`src/logic/pvic_pkg.sv`:
```
// Constants and types shared by the prioritised vectored interrupt controller.
`default_nettype none
package pvic_pkg;
  // ---------------------------------------------------------------------------
  // Sizes
  // ---------------------------------------------------------------------------
  localparam int NUM_SW = 8;
  localparam int NUM_PERIPH = 140;
  localparam int NUM_SRC = NUM_SW + NUM_PERIPH;
  localparam int NUM_EXT = 16;
  localparam int EXT_GRP = 8;
  localparam int NUM_WAKE = 18;
  localparam int WAKE_GRP = 6;
  localparam int NUM_GRP = NUM_EXT / EXT_GRP + NUM_WAKE / WAKE_GRP;
  localparam int NUM_PLAIN = NUM_PERIPH - NUM_GRP;
  localparam int SRC_PLAIN0 = NUM_SW + NUM_GRP;
  localparam int PRI_W = 4;
  localparam int VEC_W = 9;
  localparam int LIFO_DEPTH = 16;
  localparam int SP_W = 5;
  localparam int ADDR_W = 8;
  localparam int PSR_WORDS = 19;
  localparam int PRI_PER_WORD = 8;

  // ---------------------------------------------------------------------------
  // Register map and fields
  // ---------------------------------------------------------------------------
  localparam logic [ADDR_W-1:0] OFF_CTRL = 8'h00;
  localparam logic [ADDR_W-1:0] OFF_CPR = 8'h08;
  localparam logic [ADDR_W-1:0] OFF_IACK = 8'h10;
  localparam logic [ADDR_W-1:0] OFF_EOI = 8'h18;
  localparam logic [ADDR_W-1:0] OFF_SSC = 8'h20;
  localparam logic [ADDR_W-1:0] OFF_PSR = 8'h40;
  localparam int CTRL_HWVEC_BIT = 0;
  localparam int SSC_SET_LSB = 0;
  localparam int SSC_CLR_LSB = 8;
  localparam logic RST_HWVEC = 1'b0;
  localparam logic [PRI_W-1:0] RST_CPR = 4'h0;
  localparam logic [PRI_W-1:0] RST_PRI = 4'h0;
  localparam logic [2:0] HSIZE_WORD = 3'h2;

  typedef enum logic [2:0] {
    PVIC_SEL_NONE, PVIC_SEL_CTRL, PVIC_SEL_CPR, PVIC_SEL_IACK,
    PVIC_SEL_EOI, PVIC_SEL_SSC, PVIC_SEL_PSR
  } pvic_sel_t;

  typedef struct packed {
    logic req;
    logic [VEC_W-1:0] vec;
  } pvic_cpu_t;

  typedef struct packed {
    logic dp_valid;
    logic dp_write;
    logic dp_word;
    logic [ADDR_W-1:0] dp_addr;
    logic hready_out;
    logic hresp;
    logic [31:0] hrdata;
    logic hwvec;
    logic [PRI_W-1:0] cpr;
    logic [NUM_SW-1:0] sw_pend;
    logic [NUM_SRC-1:0][PRI_W-1:0] prio;
    logic [LIFO_DEPTH-1:0][PRI_W-1:0] lifo;
    logic [SP_W-1:0] sp;
    logic [NUM_EXT+NUM_WAKE-1:0] pin_s1;
    logic [NUM_EXT+NUM_WAKE-1:0] pin_s2;
    logic [NUM_SRC-1:0] req_s;
    logic win_valid;
    logic [VEC_W-1:0] win_vec;
    logic [PRI_W-1:0] win_pri;
    pvic_cpu_t irq;
    logic [PRI_W-1:0] vec_pri;
  } pvic_state_t;
endpackage
`default_nettype wire

```
`src/logic/pvic_top.sv`:
```
// Prioritised vectored interrupt controller with an AHB-Lite register slave.
`timescale 1ns/100ps
`default_nettype none
// How it works
// There are 148 sources: vectors 0 to 7 are software requests, 8 to 147 peripheral lines.
// Vectors 8 and 9 each merge eight external pins, vectors 10 to 12 six wakeup pins each.
// Each source owns one vector number equal to its index, so no polling is needed.
// Each source has a 4-bit software-written priority held in the PSR words.
// Software may write the current priority to keep tasks sharing a resource from preempting.
// Eight software requests are set and cleared by writes to the SSC register.
// The vector goes out on irq_out with irq_ack, or is read from IACK, as CTRL selects.
// A winning request above the current priority raises the request to the core.
// An acknowledge pushes the current priority onto a LIFO; an EOI write pops it back.
// The core request rises within three clocks of an irq_src request, and within five of an external or wakeup pin.
// Other processors or routines set software requests only through bus writes.
// The vector is a 9-bit binary source index.
// A request at or below the current priority stays pending and is not forwarded.
module pvic_top (
  input wire logic hclk,
  input wire logic hresetn,
  input wire logic hsel,
  input wire logic [31:0] haddr,
  input wire logic [1:0] htrans,
  input wire logic hwrite,
  input wire logic [2:0] hsize,
  input wire logic [31:0] hwdata,
  input wire logic hready,
  output logic hreadyout,
  output logic hresp,
  output logic [31:0] hrdata,
  input wire logic [pvic_pkg::NUM_PLAIN-1:0] irq_src,
  input wire logic [pvic_pkg::NUM_EXT-1:0] ext_pins,
  input wire logic [pvic_pkg::NUM_WAKE-1:0] wake_pins,
  input wire logic irq_ack,
  output var pvic_pkg::pvic_cpu_t irq_out
);

  // ---------------------------------------------------------------------------
  // Decoding
  // ---------------------------------------------------------------------------
  function automatic pvic_pkg::pvic_sel_t reg_sel(input logic [pvic_pkg::ADDR_W-1:0] a);
    logic [pvic_pkg::ADDR_W-1:0] top;
    top = pvic_pkg::OFF_PSR + pvic_pkg::ADDR_W'(4 * pvic_pkg::PSR_WORDS);
    reg_sel = pvic_pkg::PVIC_SEL_NONE;
    if (a == pvic_pkg::OFF_CTRL) begin
      reg_sel = pvic_pkg::PVIC_SEL_CTRL;
    end else if (a == pvic_pkg::OFF_CPR) begin
      reg_sel = pvic_pkg::PVIC_SEL_CPR;
    end else if (a == pvic_pkg::OFF_IACK) begin
      reg_sel = pvic_pkg::PVIC_SEL_IACK;
    end else if (a == pvic_pkg::OFF_EOI) begin
      reg_sel = pvic_pkg::PVIC_SEL_EOI;
    end else if (a == pvic_pkg::OFF_SSC) begin
      reg_sel = pvic_pkg::PVIC_SEL_SSC;
    end else if (a >= pvic_pkg::OFF_PSR && a < top && a[1:0] == 2'h0) begin
      reg_sel = pvic_pkg::PVIC_SEL_PSR;
    end
  endfunction

  // Merges the synchronised pin groups into their shared vectors.
  function automatic logic [pvic_pkg::NUM_GRP-1:0] grp_or(
    input logic [pvic_pkg::NUM_EXT+pvic_pkg::NUM_WAKE-1:0] p);
    grp_or = '0;
    for (int g = 0; g < pvic_pkg::NUM_EXT / pvic_pkg::EXT_GRP; g++) begin
      grp_or[g] = |p[g*pvic_pkg::EXT_GRP +: pvic_pkg::EXT_GRP];
    end
    for (int g = 0; g < pvic_pkg::NUM_WAKE / pvic_pkg::WAKE_GRP; g++) begin
      grp_or[pvic_pkg::NUM_EXT / pvic_pkg::EXT_GRP + g] =
        |p[pvic_pkg::NUM_EXT + g*pvic_pkg::WAKE_GRP +: pvic_pkg::WAKE_GRP];
    end
  endfunction

  // ---------------------------------------------------------------------------
  // State
  // ---------------------------------------------------------------------------
  pvic_pkg::pvic_state_t s_r;
  pvic_pkg::pvic_state_t s_nxt;
  logic ack_take;
  logic pop_take;
  logic cpr_wr;
  logic [pvic_pkg::NUM_SW-1:0] sw_set;
  logic [pvic_pkg::NUM_SW-1:0] sw_clr;
  logic [5:0] psr_idx;
  int pidx;

  always_comb begin
    s_nxt = s_r;
    ack_take = 1'b0;
    pop_take = 1'b0;
    cpr_wr = 1'b0;
    sw_set = '0;
    sw_clr = '0;
    psr_idx = 6'((s_r.dp_addr - pvic_pkg::OFF_PSR) >> 2);
    pidx = 0;

    // Pins come from outside the clock domain, peripheral lines do not.
    s_nxt.pin_s1 = {wake_pins, ext_pins};
    s_nxt.pin_s2 = s_r.pin_s1;
    s_nxt.req_s = {irq_src, grp_or(s_r.pin_s2), s_r.sw_pend};

    // Highest priority wins; among equals the lowest vector wins.
    s_nxt.win_valid = 1'b0;
    s_nxt.win_pri = '0;
    s_nxt.win_vec = '0;
    for (int i = 0; i < pvic_pkg::NUM_SRC; i++) begin
      if (s_r.req_s[i] && (!s_nxt.win_valid || s_r.prio[i] > s_nxt.win_pri)) begin
        s_nxt.win_valid = 1'b1;
        s_nxt.win_pri = s_r.prio[i];
        s_nxt.win_vec = pvic_pkg::VEC_W'(i);
      end
    end

    if (s_r.hwvec && irq_ack && s_r.irq.req) begin
      ack_take = 1'b1;
    end

    // -------------------------------------------------------------------------
    // Bus data phase: every transfer takes one wait state.
    // -------------------------------------------------------------------------
    if (s_r.dp_valid) begin
      s_nxt.dp_valid = 1'b0;
      s_nxt.hready_out = 1'b1;
      s_nxt.hrdata = '0;
      if (s_r.dp_write && s_r.dp_word) begin
        unique case (reg_sel(s_r.dp_addr))
          pvic_pkg::PVIC_SEL_CTRL: s_nxt.hwvec = hwdata[pvic_pkg::CTRL_HWVEC_BIT];
          pvic_pkg::PVIC_SEL_CPR: begin
            s_nxt.cpr = hwdata[pvic_pkg::PRI_W-1:0];
            cpr_wr = 1'b1;
          end
          pvic_pkg::PVIC_SEL_EOI: pop_take = (s_r.sp != '0);
          pvic_pkg::PVIC_SEL_SSC: begin
            sw_set = hwdata[pvic_pkg::SSC_SET_LSB +: pvic_pkg::NUM_SW];
            sw_clr = hwdata[pvic_pkg::SSC_CLR_LSB +: pvic_pkg::NUM_SW];
          end
          pvic_pkg::PVIC_SEL_PSR: begin
            for (int k = 0; k < pvic_pkg::PRI_PER_WORD; k++) begin
              pidx = int'(psr_idx) * pvic_pkg::PRI_PER_WORD + k;
              if (pidx < pvic_pkg::NUM_SRC) begin
                s_nxt.prio[pidx] = hwdata[k*pvic_pkg::PRI_W +: pvic_pkg::PRI_W];
              end
            end
          end
          pvic_pkg::PVIC_SEL_IACK, pvic_pkg::PVIC_SEL_NONE: begin
          end
        endcase
      end else if (!s_r.dp_write) begin
        unique case (reg_sel(s_r.dp_addr))
          pvic_pkg::PVIC_SEL_CTRL: s_nxt.hrdata[pvic_pkg::CTRL_HWVEC_BIT] = s_r.hwvec;
          pvic_pkg::PVIC_SEL_CPR: s_nxt.hrdata[pvic_pkg::PRI_W-1:0] = s_r.cpr;
          pvic_pkg::PVIC_SEL_IACK: begin
            s_nxt.hrdata[pvic_pkg::VEC_W-1:0] = s_r.irq.vec;
            if (!s_r.hwvec && s_r.irq.req) begin
              ack_take = 1'b1;
            end
          end
          pvic_pkg::PVIC_SEL_SSC: s_nxt.hrdata[pvic_pkg::NUM_SW-1:0] = s_r.sw_pend;
          pvic_pkg::PVIC_SEL_PSR: begin
            for (int k = 0; k < pvic_pkg::PRI_PER_WORD; k++) begin
              pidx = int'(psr_idx) * pvic_pkg::PRI_PER_WORD + k;
              if (pidx < pvic_pkg::NUM_SRC) begin
                s_nxt.hrdata[k*pvic_pkg::PRI_W +: pvic_pkg::PRI_W] = s_r.prio[pidx];
              end
            end
          end
          pvic_pkg::PVIC_SEL_EOI, pvic_pkg::PVIC_SEL_NONE: begin
          end
        endcase
      end
    end else if (hsel && hready && htrans[1]) begin
      s_nxt.dp_valid = 1'b1;
      s_nxt.dp_write = hwrite;
      s_nxt.dp_word = (hsize == pvic_pkg::HSIZE_WORD);
      s_nxt.dp_addr = haddr[pvic_pkg::ADDR_W-1:0];
      s_nxt.hready_out = 1'b0;
    end

    // A set in the same write as a clear wins.
    s_nxt.sw_pend = (s_r.sw_pend & ~sw_clr) | sw_set;

    // -------------------------------------------------------------------------
    // Priority LIFO: pop first so an EOI and a new entry can share a cycle.
    // -------------------------------------------------------------------------
    if (pop_take) begin
      s_nxt.sp = s_r.sp - 1'b1;
      s_nxt.cpr = s_r.lifo[s_r.sp - 1'b1];
    end
    if (ack_take) begin
      // Sixteen levels can nest at most sixteen deep, so the guard never bites in use.
      if (s_nxt.sp < pvic_pkg::SP_W'(pvic_pkg::LIFO_DEPTH)) begin
        s_nxt.lifo[s_nxt.sp[3:0]] = s_nxt.cpr;
        s_nxt.sp = s_nxt.sp + 1'b1;
      end
      s_nxt.cpr = s_r.vec_pri;
    end

    // Compared against the next mask so an acknowledged request drops at once.
    s_nxt.irq.req = s_r.win_valid && (s_r.win_pri > s_nxt.cpr);
    if (s_nxt.irq.req) begin
      s_nxt.irq.vec = s_r.win_vec;
      s_nxt.vec_pri = s_r.win_pri;
    end
  end

  always_ff @(posedge hclk or negedge hresetn) begin
    if (!hresetn) begin
      s_r <= '0;
      s_r.hready_out <= 1'b1;
      s_r.hwvec <= pvic_pkg::RST_HWVEC;
      s_r.cpr <= pvic_pkg::RST_CPR;
      s_r.prio <= {pvic_pkg::NUM_SRC{pvic_pkg::RST_PRI}};
    end else begin
      s_r <= s_nxt;
    end
  end

  assign hreadyout = s_r.hready_out;
  assign hresp = s_r.hresp;
  assign hrdata = s_r.hrdata;
  assign irq_out = s_r.irq;

  // ---------------------------------------------------------------------------
  // Checks
  // ---------------------------------------------------------------------------
  a_fwd_above_mask: assert property (@(posedge hclk) disable iff (!hresetn)
    (s_r.win_valid && s_r.win_pri > s_nxt.cpr) |=> (irq_out.req && irq_out.vec == $past(s_r.win_vec)))
    else $error("request above mask not forwarded");

  a_hold_below_mask: assert property (@(posedge hclk) disable iff (!hresetn)
    irq_out.req |-> ($past(s_r.win_valid) && $past(s_r.win_pri) > s_r.cpr))
    else $error("request forwarded at or below mask");

  a_irq_latency: assert property (@(posedge hclk) disable iff (!hresetn)
    ($rose(irq_src[0]) && s_r.prio[pvic_pkg::SRC_PLAIN0] == 4'hf && s_r.cpr == 4'h0 && !irq_ack)
    |-> ##[1:3] irq_out.req)
    else $error("core request later than three clocks");

  a_push_on_ack: assert property (@(posedge hclk) disable iff (!hresetn)
    (ack_take && !pop_take && s_r.sp < 5'h10) |=>
    (s_r.sp == $past(s_r.sp) + 5'h1 && s_r.cpr == $past(s_r.vec_pri)))
    else $error("acknowledge did not push priority");

  a_pop_restore: assert property (@(posedge hclk) disable iff (!hresetn)
    (pop_take && !ack_take) |=>
    (s_r.sp == $past(s_r.sp) - 5'h1 && s_r.cpr == $past(s_r.lifo[s_r.sp[3:0] - 4'h1])))
    else $error("EOI did not pop priority");

  a_sw_set: assert property (@(posedge hclk) disable iff (!hresetn)
    (sw_set != '0) |=> ((s_r.sw_pend & $past(sw_set)) == $past(sw_set)))
    else $error("software request not set");

  a_mask_write: assert property (@(posedge hclk) disable iff (!hresetn)
    (cpr_wr && !ack_take && !pop_take) |=> (s_r.cpr == $past(hwdata[3:0])))
    else $error("mask write lost");

  a_vec_range: assert property (@(posedge hclk) disable iff (!hresetn)
    irq_out.req |-> (irq_out.vec < 9'h094 && s_r.vec_pri > s_r.cpr))
    else $error("vector out of range");

  a_bus_wait: assert property (@(posedge hclk) disable iff (!hresetn)
    (hsel && hready && htrans[1] && hreadyout) |=> !hreadyout ##1 (hreadyout && !hresp))
    else $error("bus wait state wrong");

endmodule
`default_nettype wire

```
`config.mk`:
```
export PLATFORM = sky130hd
export DESIGN_NAME = pvic_top
export DESIGN_NICKNAME = d
export VERILOG_FILES = /design/src/logic/pvic_pkg.sv /design/src/logic/pvic_top.sv
export SDC_FILE = /design/constraint.sdc
export NUM_CORES = 2
export LEC_CHECK = 0
export BUFFER_PORTS_ARGS = -buffer_cell sky130_fd_sc_hd__buf_2
export CORE_AREA = 4 4 342 344
export CTS_CLUSTER_DIAMETER = 100
export DETAILED_ROUTE_END_ITERATION = 10
export DIE_AREA = 0 0 346 348
export GPL_ROUTABILITY_DRIVEN = 1
export PLACE_DENSITY = 0.91
export SLEW_MARGIN = 40
export SYNTH_ARGS = -nofsm -noshare
export SYNTH_HDL_FRONTEND = slang
export SYNTH_SLANG_ARGS = --single-unit
export TNS_END_PERCENT = 20
```
`constraint.sdc`:
```
create_clock -name hclk -period 696.2 [get_ports hclk]
set_input_delay 104.43 -clock hclk [delete_from_list [all_inputs] [get_ports hclk]]
set_output_delay 104.43 -clock hclk [all_outputs]
set_load 0.01 [all_outputs]
```
==> run metrics <==
worst path arrival time 265.13 ns; DP Area 75840 sq um; worst-margin pin slew 1.077 ns; Main synth FF type dfrtp_1; EDFF count, synth 0; Period Utilization, post-route 0.3799; final slew viol count 0; Worst Path Buf+Inv 48; total routed wirelength 285300 um; via density per instance 7.320; Initial Utilization 0.6445; #FFs+latches synth 960; nets@finish 8785; FP Rows 124; status completed; Cell Area, Synth 73390 sq um; Final Wtd Congestion 1.096; fillers 8494; Chip Width 346 um; DP Worst Slack 439.69 ns; CORE AREA 113900 sq um; Die Y 348 um; slew margin rel. 0.2821; routed len/inst 29.39 um; Area Growth Syn to Fin 8.686%; Seq/Total Area, Yosys 0.3273; CTS Sinks 960; DRC 0; vias in the first global route 67110; Multi-input gate area 45940 sq um; post-CTS setup buffers 0; initial antenna violation count 31; Crit-path slowest cell o31ai_1; CP Launch Type flop; Synth Warn # 0; Final Core Density 0.7004; fin crit period 264.46 ns; Req. time, crit path 696.87 ns; unrepaired setup endpoints after global routing false; H-tree depth 3; final worst slack 431.74 ns; CTS Buf Count 105; cell class contributing the biggest share of worst-path delay compound AO/OA/AOI/OAI gates; CP most frequent cell ha_1; Vias 71050; maxcap violations 0; HP Class reg -> reg; setup TNS 0 ns; storage element area 24030 sq um; Netlist cell types 156; WS Path Type reg -> reg; clock root cell clkbuf_16; FMAX 3.781 MHz; Congestion Overflow GR 0; Final setup viols 0; Hold Vio Cnt, Final 0; synthesized instance count 7967; layout cells sized above 1 0.1933; gr usage total 0.4565; first-pass GRT wire length 417400 um; die area 120400 sq um; Max FO, Critical Path 14; Post-CTS Resized 0; antenna-violating nets left 0; Clk Latency, worst-skew pair 0.77 ns; commonest non-fill, non-tap cells in the layout 955 x dfrtp_1, 791 x nand2_1, 593 x mux2_2; Clock Skew 0.05025 ns; Post-CTS Hold Buffers 0; IO buf count 260; clock-pin slew on the worst setup and hold paths 0.07 ns; fraction of registers with async set/reset 1.000; TritonCTS clock tree done; drt first pass iters 9; Detail Placement HPWL 213000 um; IO Count 288; Final Instance Area 79770 sq um; leading cell type in the layout, fill and taps excluded dfrtp_1; largest net degree at the start of global routing 96; Longest Clk Path Bufs 3; max incr delay on CP 0.71 ns; 1st-iter DRT viols 10130; Worst Setup End Kind flop; Mean Syn Cell Area 9.212 sq um
through the flow:
stage                     hold slack (ns)  cells
after floorplan                    0.3312   7968
after global placement             0.3315   9473
after detailed placement           0.3347   9481
after CTS                          0.3484   9675
after global routing               0.3508   9679
final                              0.3482   9706
state kept, by name (all words and copies together) (netlist names):
| signal | cells |
|---|---|
| hrdata | 32 |
| s_nxt | 42 |
| hreadyout | 1 |
| s_r | 876 |
| irq_out | 9 |
layer usage:
| metal | track usage | wire (um) | vias to the layer above |
|---|---|---|---|
| met1 | 0.5582 | 99210 | 33970 |
| met5 | 0 | 78 | - |
| met3 | 0.1752 | 42120 | 1497 |
| met4 | 0.3550 | 28350 | 12 |
| li1 | - | - | 30100 |
| met2 | 0.6499 | 115500 | 5467 |
kinds of logic after synthesis:
family | after synthesis | synth area share
and+or+nand+nor | 2383 | 0.1596
AOI/OAI and AO/OA | 2360 | 0.2212
DFF | 960 | 0.3273
muxes | 883 | 0.1589
buffers and inverters | 883 | 0.04946
adders and majority gates | 488 | 0.08236
xor gates and xnor gates | 9 | 0.001074
other | 1 | 0.00005110
layout make-up:
cell class / instances / area share
tap: 1512 / 0.02372
clock buffer: 129 / 0.03534
multi-input combinational: 6125 / 0.5760
antenna: 29 / 0.0009098
timing repair buffer: 331 / 0.02541
clock inverter: 65 / 0.01122
sequential: 960 / 0.3013
inverter: 555 / 0.02612
synthesized netlist by cell type (105+ instances only):
cell,count,area [sq um]
mux4_2,164,3694
o21a_1,105,788.3
inv_1,555,2083
a31oi_1,110,688.2
mux2i_1,121,1211
nor2_1,493,1851
nand2_1,792,2973
nor3_1,141,705.7
mux2_2,593,6678
ha_1,463,5793
a21oi_1,474,2372
clkbuf_1,216,810.8
dfrtp_1,959,24000
o21ai_0,517,2587
a21o_1,114,855.8
nor2b_1,119,744.5
nand3_1,240,1201
path summary, 6_finish.rpt:
check / depth (start not counted) / from / end / slack [ns]
hold reg to reg: 0 / s_nxt[187] / s_r[187] / 0.35
setup / recovery: 796 / s_r[28] / s_r[23] / 431.74
max in group asynchronous: 5 / hresetn / s_r[687] / 589.90
min in group asynchronous: 1 / hresetn / s_r[186] / 103.52
setup reg to reg: 1202 / s_r[28] / s_r[23] / 431.74
hold / removal: 0 / s_nxt[187] / s_r[187] / 0.35
Power is left out: the tool's default activity adds up to more than one toggle a clock period on the data nets, which glitch-free logic cannot reach.
